### src/sncb_consts.svh
// Register numbers, field positions, reset values and timing constants of the node bank
`ifndef SNCB_CONSTS_SVH
`define SNCB_CONSTS_SVH
`define SNCB_REG_IDENT        8'h00
`define SNCB_REG_TOPO         8'h01
`define SNCB_REG_LOCKCFG      8'h04
`define SNCB_REG_NODE         8'h05
`define SNCB_REG_PLL          8'h06
`define SNCB_REG_SWDIV        8'h07
`define SNCB_REG_REFDIV       8'h08
`define SNCB_REG_DEVCODE      8'h09
`define SNCB_REG_USERCODE     8'h0A
`define SNCB_REG_ROUTE_LO     8'h0C
`define SNCB_REG_ROUTE_HI     8'h0D
`define SNCB_REG_SPARE        8'h10
`define SNCB_LOCK_SPACE_BIT   31
`define SNCB_LOCK_PLL_BIT     8
`define SNCB_HDR_BIT          0
`define SNCB_PLL_NORST_BIT    31
`define SNCB_PLL_NOWAIT_BIT   30
`define SNCB_PLL_BYPASS_BIT   29
`define SNCB_PLL_JTAGBOOT_BIT 28
`define SNCB_PLL_P_HI         25
`define SNCB_PLL_P_LO         23
`define SNCB_PLL_M_HI         20
`define SNCB_PLL_M_LO         8
`define SNCB_PLL_N_HI         6
`define SNCB_PLL_N_LO         0
`define SNCB_PLL_WR_MASK      32'hF3F9FF7F
`define SNCB_PLL_RESET        32'h00000000
`define SNCB_SWDIV_RESET      16'h0000
`define SNCB_REFDIV_RESET     16'h0003
`define SNCB_SPARE_MASK       32'h00000003
`define SNCB_TILE_RST_NS      100
`define SNCB_TILE_RST_CYC     ((`SNCB_TILE_RST_NS + 9) / 10)
`endif

### src/sncb_pkg.sv
// Types shared by the node configuration bank
package sncb_pkg;
  typedef struct packed {
    logic        valid;
    logic        write;
    logic [7:0]  reg_num;
    logic [31:0] wdata;
  } sncb_cfg_req_t;

  typedef struct packed {
    logic        valid;
    logic [31:0] rdata;
  } sncb_cfg_rsp_t;

  typedef struct packed {
    logic [15:0] dest;
    logic        valid;
  } sncb_route_req_t;

  typedef struct packed {
    logic        valid;
    logic        local_hit;
    logic [3:0]  direction;
    logic [3:0]  dimension;
  } sncb_route_rsp_t;

  typedef struct packed {
    logic        boot_latched;
    logic [7:0]  boot_pins;
    logic        lock_space;
    logic        lock_pll;
    logic        one_byte_hdr;
    logic [15:0] node_id;
    logic [31:0] pll_word;
    logic [15:0] sw_div;
    logic [15:0] ref_div;
    logic [31:0] route_lo;
    logic [31:0] route_hi;
    logic [1:0]  spare;
    logic [7:0]  rst_cnt;
    logic        pll_apply;
    sncb_cfg_rsp_t   rsp;
    sncb_route_rsp_t route;
  } sncb_state_t;
endpackage

### src/sncb_switch_node_config_bank.sv
// Node configuration register bank with packet direction lookup
`timescale 1ns/100ps
`include "sncb_consts.svh"
module sncb_switch_node_config_bank #(
  parameter logic [7:0]  SWITCH_REVISION = 8'h01,
  parameter logic [7:0]  SWITCH_VERSION  = 8'h01,
  parameter logic [7:0]  NUM_LINKS       = 8'h08,
  parameter logic [7:0]  NUM_SW_PROCS    = 8'h02,
  parameter logic [7:0]  NUM_DEV_PROCS   = 8'h02,
  // Arbitrary neutral identity values
  parameter logic [31:0] DEVICE_CODE     = 32'h00000001,
  parameter logic [17:0] METAL_ID        = 18'h00001
) (
  input  wire logic                     core_clk,
  input  wire logic                     rst_n,
  input  wire logic [7:0]               boot_select_pins,
  input  wire logic [13:0]              otp_user_code,
  input  wire sncb_pkg::sncb_cfg_req_t  cfg_req,
  output sncb_pkg::sncb_cfg_rsp_t       cfg_rsp,
  input  wire sncb_pkg::sncb_route_req_t route_req,
  output sncb_pkg::sncb_route_rsp_t     route_rsp,
  output logic                          one_byte_headers,
  output logic [15:0]                   node_id,
  output logic [2:0]                    pll_p,
  output logic [12:0]                   pll_m,
  output logic [6:0]                    pll_n,
  output logic                          pll_bypass,
  output logic                          boot_from_jtag,
  output logic                          pll_skip_relock,
  output logic                          pll_apply,
  output logic                          tile_reset,
  output logic [15:0]                   switch_clk_ratio,
  output logic [15:0]                   ref_clk_ratio
);
  import sncb_pkg::*;

  localparam logic [7:0] TILE_RST_CYC = 8'(`SNCB_TILE_RST_CYC);

  sncb_state_t state;
  sncb_state_t next_state;
  logic [7:0]  boot_sync1;
  logic [7:0]  boot_sync2;
  logic [13:0] code_sync1;
  logic [13:0] code_sync2;

  // Pins are asynchronous to the core clock
  // No reset here, so the chain is full when reset lets go and the boot latch sees real pins
  always_ff @(posedge core_clk) begin
    boot_sync1 <= boot_select_pins;
    boot_sync2 <= boot_sync1;
    code_sync1 <= otp_user_code;
    code_sync2 <= code_sync1;
  end

  function automatic logic [31:0] read_word(input sncb_state_t s, input logic [7:0] num,
                                            input logic [13:0] ucode);
    logic [31:0] w;
    w = 32'h00000000;
    unique case (num)
      `SNCB_REG_IDENT:    w = {8'h00, s.boot_pins, SWITCH_REVISION, SWITCH_VERSION};
      `SNCB_REG_TOPO:     w = {8'h00, NUM_LINKS, NUM_SW_PROCS, NUM_DEV_PROCS};
      `SNCB_REG_LOCKCFG: begin
        w[`SNCB_LOCK_SPACE_BIT] = s.lock_space;
        w[`SNCB_LOCK_PLL_BIT]   = s.lock_pll;
        w[`SNCB_HDR_BIT]        = s.one_byte_hdr;
      end
      `SNCB_REG_NODE:     w = {16'h0000, s.node_id};
      `SNCB_REG_PLL:      w = s.pll_word;
      `SNCB_REG_SWDIV:    w = {16'h0000, s.sw_div};
      `SNCB_REG_REFDIV:   w = {16'h0000, s.ref_div};
      `SNCB_REG_DEVCODE:  w = DEVICE_CODE;
      `SNCB_REG_USERCODE: w = {ucode, METAL_ID};
      `SNCB_REG_ROUTE_LO: w = s.route_lo;
      `SNCB_REG_ROUTE_HI: w = s.route_hi;
      `SNCB_REG_SPARE:    w = {30'h0, s.spare};
      default:            w = 32'h00000000;
    endcase
    return w;
  endfunction

  always_comb begin
    logic [15:0] diff;
    logic [3:0]  dim;
    logic [31:0] tbl;
    logic        wr;
    diff = 16'h0000;
    dim  = 4'h0;
    tbl  = 32'h00000000;
    wr   = 1'b0;
    next_state = state;
    next_state.rsp.valid   = 1'b0;
    next_state.route.valid = 1'b0;
    next_state.pll_apply   = 1'b0;

    // Boot pins are caught once, after release of reset
    if (!state.boot_latched) begin
      next_state.boot_latched = 1'b1;
      next_state.boot_pins    = boot_sync2;
    end

    if (state.rst_cnt != 8'h00) begin
      next_state.rst_cnt = state.rst_cnt - 8'h01;
    end

    if (cfg_req.valid) begin
      next_state.rsp.valid = 1'b1;
      next_state.rsp.rdata = read_word(state, cfg_req.reg_num, code_sync2);
      // A locked space drops the whole write, lock register included
      wr = cfg_req.write && !state.lock_space;
      if (wr) begin
        unique case (cfg_req.reg_num)
          `SNCB_REG_LOCKCFG: begin
            next_state.lock_space   = cfg_req.wdata[`SNCB_LOCK_SPACE_BIT];
            next_state.lock_pll     = cfg_req.wdata[`SNCB_LOCK_PLL_BIT];
            next_state.one_byte_hdr = cfg_req.wdata[`SNCB_HDR_BIT];
          end
          `SNCB_REG_NODE:     next_state.node_id = cfg_req.wdata[15:0];
          `SNCB_REG_PLL: begin
            if (!state.lock_pll) begin
              next_state.pll_word  = cfg_req.wdata & `SNCB_PLL_WR_MASK;
              next_state.pll_apply = 1'b1;
              if (!cfg_req.wdata[`SNCB_PLL_NORST_BIT]) begin
                next_state.rst_cnt = TILE_RST_CYC;
              end
            end
          end
          `SNCB_REG_SWDIV:    next_state.sw_div   = cfg_req.wdata[15:0];
          `SNCB_REG_REFDIV:   next_state.ref_div  = cfg_req.wdata[15:0];
          `SNCB_REG_ROUTE_LO: next_state.route_lo = cfg_req.wdata;
          `SNCB_REG_ROUTE_HI: next_state.route_hi = cfg_req.wdata;
          `SNCB_REG_SPARE:    next_state.spare    = cfg_req.wdata[1:0];
          default: begin
          end
        endcase
      end
    end

    // Scan from bit 0 upward; the last hit gives the highest mismatch
    diff = route_req.dest ^ state.node_id;
    for (int i = 0; i < 16; i++) begin
      if (diff[i]) begin
        dim = 4'(i);
      end
    end
    tbl = dim[3] ? state.route_hi : state.route_lo;
    if (route_req.valid) begin
      next_state.route.valid     = 1'b1;
      next_state.route.dimension = dim;
      next_state.route.local_hit = (diff == 16'h0000);
      next_state.route.direction = (diff == 16'h0000) ? 4'h0 : tbl[{dim[2:0], 2'b00} +: 4];
    end
  end

  always_ff @(posedge core_clk or negedge rst_n) begin
    if (!rst_n) begin
      state              <= '0;
      state.pll_word     <= `SNCB_PLL_RESET;
      state.sw_div       <= `SNCB_SWDIV_RESET;
      state.ref_div      <= `SNCB_REFDIV_RESET;
    end else begin
      state <= next_state;
    end
  end

  assign cfg_rsp          = state.rsp;
  assign route_rsp        = state.route;
  assign one_byte_headers = state.one_byte_hdr;
  assign node_id          = state.node_id;
  assign pll_p            = state.pll_word[`SNCB_PLL_P_HI:`SNCB_PLL_P_LO];
  assign pll_m            = state.pll_word[`SNCB_PLL_M_HI:`SNCB_PLL_M_LO];
  assign pll_n            = state.pll_word[`SNCB_PLL_N_HI:`SNCB_PLL_N_LO];
  assign pll_bypass       = state.pll_word[`SNCB_PLL_BYPASS_BIT];
  assign boot_from_jtag   = state.pll_word[`SNCB_PLL_JTAGBOOT_BIT];
  // Only safe for gradual PLL changes; software owns that judgement
  assign pll_skip_relock  = state.pll_word[`SNCB_PLL_NOWAIT_BIT];
  assign pll_apply        = state.pll_apply;
  assign tile_reset       = (state.rst_cnt != 8'h00);
  assign switch_clk_ratio = state.sw_div;
  assign ref_clk_ratio    = state.ref_div;
endmodule

### config.mk
export PLATFORM = sky130hd
export DESIGN_NAME = sncb_switch_node_config_bank
export DESIGN_NICKNAME = d
export VERILOG_FILES = /design/src/sncb_pkg.sv /design/src/sncb_switch_node_config_bank.sv
export VERILOG_INCLUDE_DIRS = /design/src /design/src/src
export SDC_FILE = /design/constraint.sdc
export NUM_CORES = 1
export LEC_CHECK = 0
export ABC_AREA = 1
export CAP_MARGIN = 20
export CORE_MARGIN = 8
export CORE_UTILIZATION = 45
export CTS_CLUSTER_SIZE = 40
export DETAILED_ROUTE_END_ITERATION = 7
export DONT_BUFFER_PORTS = 1
export PLACE_DENSITY_LB_ADDON = 0.12
export SYNTH_ARGS = -nofsm -noshare
export SYNTH_HDL_FRONTEND = slang
export SYNTH_SLANG_ARGS = --single-unit
### constraint.sdc
create_clock -name core_clk -period 2.35 [get_ports core_clk]
set_input_delay 0.1175 -clock core_clk [delete_from_list [all_inputs] [get_ports core_clk]]
set_output_delay 0.1175 -clock core_clk [all_outputs]
set_load 0.03 [all_outputs]
==> results.txt <==
----------------------------------------------------
[Clocking]
  Longest Clk Path Bufs ... 3
  CTS clk-pin slew, worst paths ... around 0.06 ns
  Clock tree from TritonCTS ... done
  Buffer type at the clock tree root ... sky130_fd_sc_hd__clkbuf_16
  Clk sinks ... 249
  Hold-fix buffer count after cts ... 62
  Clock Latency Late Sink ... between 0.5 and 0.6 ns
  Number of CTS-inserted buffers ... 28
  H-tree depth reported by CTS ... 1

[Placement]
  Placed cell areas ... 11000 um2
  Port bufs ... 0
  Setup slack after placement ... 0.154 ns
  Routability congestion estimate ... 0.853
  # placed instances ... roughly 1500
  Half-perimeter wire length after placement ... between 20 and 25 mm

[Timing]
  Headroom to the max-slew limit ... 33.7%
  Count of endpoints failing hold in the final timing report ... around 210
  Max frequency ... approximately 460 MHz
  Worst Tran Pin Value ... approximately 1 ns
  Pins over their slew limit ... 0
  Setup clock skew after layout ... between 0.01 and 0.015 ns
  Final worst slack ... approximately 0.16 ns
  Final worst-path cycle share ... between 90 and 100%
  Final min period ... roughly 2.2 ns
  Setup TNS ... 0 ns
  Final setup violation count ... 0
  RSZ-0062 raised after global routing ... no
  Worst hold-check slack ... -0.728 ns

[Worst setup path]
  Kind of end point of the critical path ... flop
  R2r startpoint ... node_id[11]
  Worst path arrival time ... 2.61 ns
  Count of buffer and inverter cells on the critical path ... 1
  Crit-path max FO ... 62
  Kind of critical path ... flop to flop
  Category of the worst setup path launch point ... flop
  Worst-path cell chain ... xnor2_1 -> nand2_1 -> nor2_1 -> nand2_2 -> buf_12 -> o21ai_0 -> nand2_1 -> nand3_1 -> nand3_1 -> nand3_1 -> nand2_1
  End of the worst register-to-register path ... route_rsp[6]
  Worst reg-to-reg setup slack ... 0.16 ns
  Top cell family by delay on the critical path ... simple AND/OR/NAND/NOR gates
  Critical path's slowest cell ... sky130_fd_sc_hd__o21ai_0
  Crit path launch ... node_id[11]
  Path length in cells of the critical path ... 11
  Logic depth of the worst register-to-register path ... 11
  Delay of the slowest cell on the worst path ... about 0.42 ns
  Worst setup path endpoint ... route_rsp[6]
  Required time of the critical path ... approximately 2.8 ns

[Global route]
  Total congestion overflow after global routing ... 0
  Number of global-route vias before repair ... roughly 8400
  Maximum number of pins on one net before global-route repair ... around 210
  Initial antenna violation count ... 1
  First-pass GRT wire length ... between 50 and 60 mm
  GR Util All Layers ... between 20% and 30%

[Logic synthesis]
  Synth warnings ... 0
  Async set-or-reset flop fraction in the synthesized netlist ... between 80% and 90%
  Number of library cell types mapped by synthesis ... 45
  Number of synthesized flops with an enable pin ... 0
  Mapped Area ... between 10000 and 15000 um2
  Post-Synthesis Mean Instance Area ... ~8.6 um2
  Leading register cell type out of synthesis ... sky130_fd_sc_hd__dfrtp_1
  Post-Syn Instances ... roughly 1300
  Flop and latch count out of synthesis ... 249
  Portion of the post-synthesis area used by sequential elements ... 53.1%

[Finish]
  Multi-input logic area ... approximately 3800 um2
  Share of the core filled with cells ... between 50% and 60%
  NumNets Final ... approximately 1400
  Area Overhead vs Synth ... 11.1%
  Final design area excluding fillers ... 12600 um2
  Diode insertion count for antenna repair ... 0
  Fraction of layout instances using a drive strength above 1 ... around 9.2%
  Total area of sequential cells ... between 6000 and 7000 um2
  Final cell count without fillers ... about 1600
  Fill cell instance count of the final layout ... around 2400

[Power and ir drop]
  Pwr per Cell Area ... 720 nW/um2
  Power consumption ... 9.06 mW
  Leak ... just under 6 nW
  Largest vdd supply drop ... 0.487 mV

[Floorplan]
  Core ar. ... between 20000 and 25000 um2
  Initial core utilization ... ~45%
  Number of ports placed on the die boundary ... between 200 and 250
  Die H ... roughly 170 um
  Horiz. Die Dim ... 175 um
  Die Outline Area ... around 30000 um2
  Std cell rows ... 58

[Detailed routing]
  DRT Pass-1 Iters ... 5
  WL per Instance ... ~20 um
  Post-detailed-route count of antenna-violating nets ... 0
  First DRT Iteration DRCs ... ~740
  Drt total wl ... 32.2 mm
  # DRC ... 0
  Total number of vias ... between 8000 and 9000
  Average via count per standard cell ... around 5.2

[Flow run]
  Count of max-cap constraint violations ... 0

[Outcome]
  Result of the run ... complete, but fails checks
  Violated checks ... hold timing

[Hold path]
  Kind of path behind the tightest hold check ... input pin to asynchronous set/reset pin

----------------------------------------------------
-- registers in the layout, indices dropped and copies added (netlist names) --
register	flops
one_byte_headers	1
pll_bypass	1
pll_p	3
switch_clk_ratio	16
code_sync1	14
pll_skip_relock	1
state	88
pll_m	11
code_sync2	14
ref_clk_ratio	16
boot_sync1	8
boot_from_jtag	1
boot_sync2	8
node_id	16
pll_n	7
pll_apply	1
cfg_rsp	33
route_rsp	10
-- logic make-up after synthesis --
kind of cell,count (synthesis),share of synthesized area (%)
xor gates and xnor gates,18,1.39
DFF,249,53.1
muxes,10,0.972
AOI/OAI and AO/OA,262,13.2
adders and majority gates,1,0.110
buffers and inverters,279,13.2
and+or+nand+nor,492,18.0
other,2,0.0663
-- how the worst min path moves through the flow --
stage / slack [ns] / endpoint
5_1_grt: -0.75 / cfg_rsp[12]
6_report: -0.73 / cfg_rsp[12]
3_5_place_dp: -0.17 / cfg_rsp[12]
4_1_cts: -0.74 / cfg_rsp[12]
2_1_floorplan: -0.18 / boot_from_jtag
3_3_place_gp: -0.17 / cfg_rsp[12]
-- Yosys cell counts, types with 9 or more instances --
library cell / number / area (um2)
sky130_fd_sc_hd__inv_1: 101 / 379
sky130_fd_sc_hd__nor2_1: 50 / 188
sky130_fd_sc_hd__o2111ai_1: 9 / 78.8
sky130_fd_sc_hd__nand2_1: 360 / 1350
sky130_fd_sc_hd__a21oi_1: 10 / 50.1
sky130_fd_sc_hd__clkbuf_1: 45 / 169
sky130_fd_sc_hd__buf_4: 115 / 863
sky130_fd_sc_hd__dfrtp_1: 203 / 5080
sky130_fd_sc_hd__dfxtp_1: 44 / 881
sky130_fd_sc_hd__nand4_1: 9 / 56.3
sky130_fd_sc_hd__xor2_1: 10 / 87.6
sky130_fd_sc_hd__o21ai_0: 194 / 971
sky130_fd_sc_hd__a221oi_1: 26 / 228
sky130_fd_sc_hd__nand3_1: 50 / 250
-- where the power goes --
| group | total (mW) | internal (mW) | switching [mW] |
|---|---|---|---|
| logic | 0.314 | 0.132 | 0.182 |
| registers | 4.43 | 4.35 | 0.0815 |
| clock network | 4.31 | 2.59 | 1.72 |
| total | 9.06 | 7.07 | 1.98 |
-- placed cells by master, fill, tap and decap left out, types with 3 or more instances in the layout --
| master | n |
|---|---|
| sky130_fd_sc_hd__a21o_1 | 5 |
| sky130_fd_sc_hd__a21oi_1 | 10 |
| sky130_fd_sc_hd__a221oi_1 | 26 |
| sky130_fd_sc_hd__a22o_1 | 3 |
| sky130_fd_sc_hd__a31oi_1 | 8 |
| sky130_fd_sc_hd__buf_4 | 44 |
| sky130_fd_sc_hd__clkbuf_1 | 11 |
| sky130_fd_sc_hd__clkbuf_16 | 29 |
| sky130_fd_sc_hd__clkbuf_8 | 7 |
| sky130_fd_sc_hd__clkinv_1 | 5 |
| sky130_fd_sc_hd__clkinv_2 | 4 |
| sky130_fd_sc_hd__conb_1 | 3 |
| sky130_fd_sc_hd__dfrtp_1 | 203 |
| sky130_fd_sc_hd__dfxtp_1 | 44 |
| sky130_fd_sc_hd__dlygate4sd3_1 | 61 |
| sky130_fd_sc_hd__inv_1 | 100 |
| sky130_fd_sc_hd__inv_2 | 5 |
| sky130_fd_sc_hd__mux2_2 | 8 |
| sky130_fd_sc_hd__nand2_1 | 357 |
| sky130_fd_sc_hd__nand2_2 | 5 |
| sky130_fd_sc_hd__nand3_1 | 50 |
| sky130_fd_sc_hd__nand4_1 | 9 |
| sky130_fd_sc_hd__nor2_1 | 50 |
| sky130_fd_sc_hd__nor2_2 | 3 |
| sky130_fd_sc_hd__nor3_1 | 4 |
| sky130_fd_sc_hd__nor3_2 | 4 |
| sky130_fd_sc_hd__nor3_4 | 3 |
| sky130_fd_sc_hd__o2111ai_1 | 9 |
| sky130_fd_sc_hd__o21ai_0 | 191 |
| sky130_fd_sc_hd__o21ai_1 | 4 |
| sky130_fd_sc_hd__xnor2_1 | 8 |
| sky130_fd_sc_hd__xor2_1 | 10 |
-- worst register-to-register path, cell delays in order (launching register included) --
cell and delay, ns:
sky130_fd_sc_hd__dfrtp_1 0.40, sky130_fd_sc_hd__xnor2_1 0.23, sky130_fd_sc_hd__nand2_1 0.11, sky130_fd_sc_hd__nor2_1 0.19, sky130_fd_sc_hd__nand2_2 0.10, sky130_fd_sc_hd__buf_12 0.20, sky130_fd_sc_hd__o21ai_0 0.45, sky130_fd_sc_hd__nand2_1 0.11
sky130_fd_sc_hd__nand3_1 0.08, sky130_fd_sc_hd__nand3_1 0.08, sky130_fd_sc_hd__nand3_1 0.07, sky130_fd_sc_hd__nand2_1 0.06
-- cell type report --
cell class              count  area share, %
clock buffers              47           6.86
inverters                 110           3.28
well taps                 330           3.28
repair buffers            108           7.89
clock inverters             5          0.398
flip-flops and latches    249           47.8
multi-input cells         786           30.5
-- metal layers --
metal  share of wire [%]  track usage [%]
met1                  43             27.3
met2                  48             34.2
met3                 7.3             4.68
met4                 2.3             4.80
met5                   0                0
-- what timing repair did --
action	CTS	global route
setup buffers	0	0
gates resized for setup	0	4
hold endpoints to repair	409	205
setup endpoints to repair	0	24
Power figures use the tool's default switching activity.
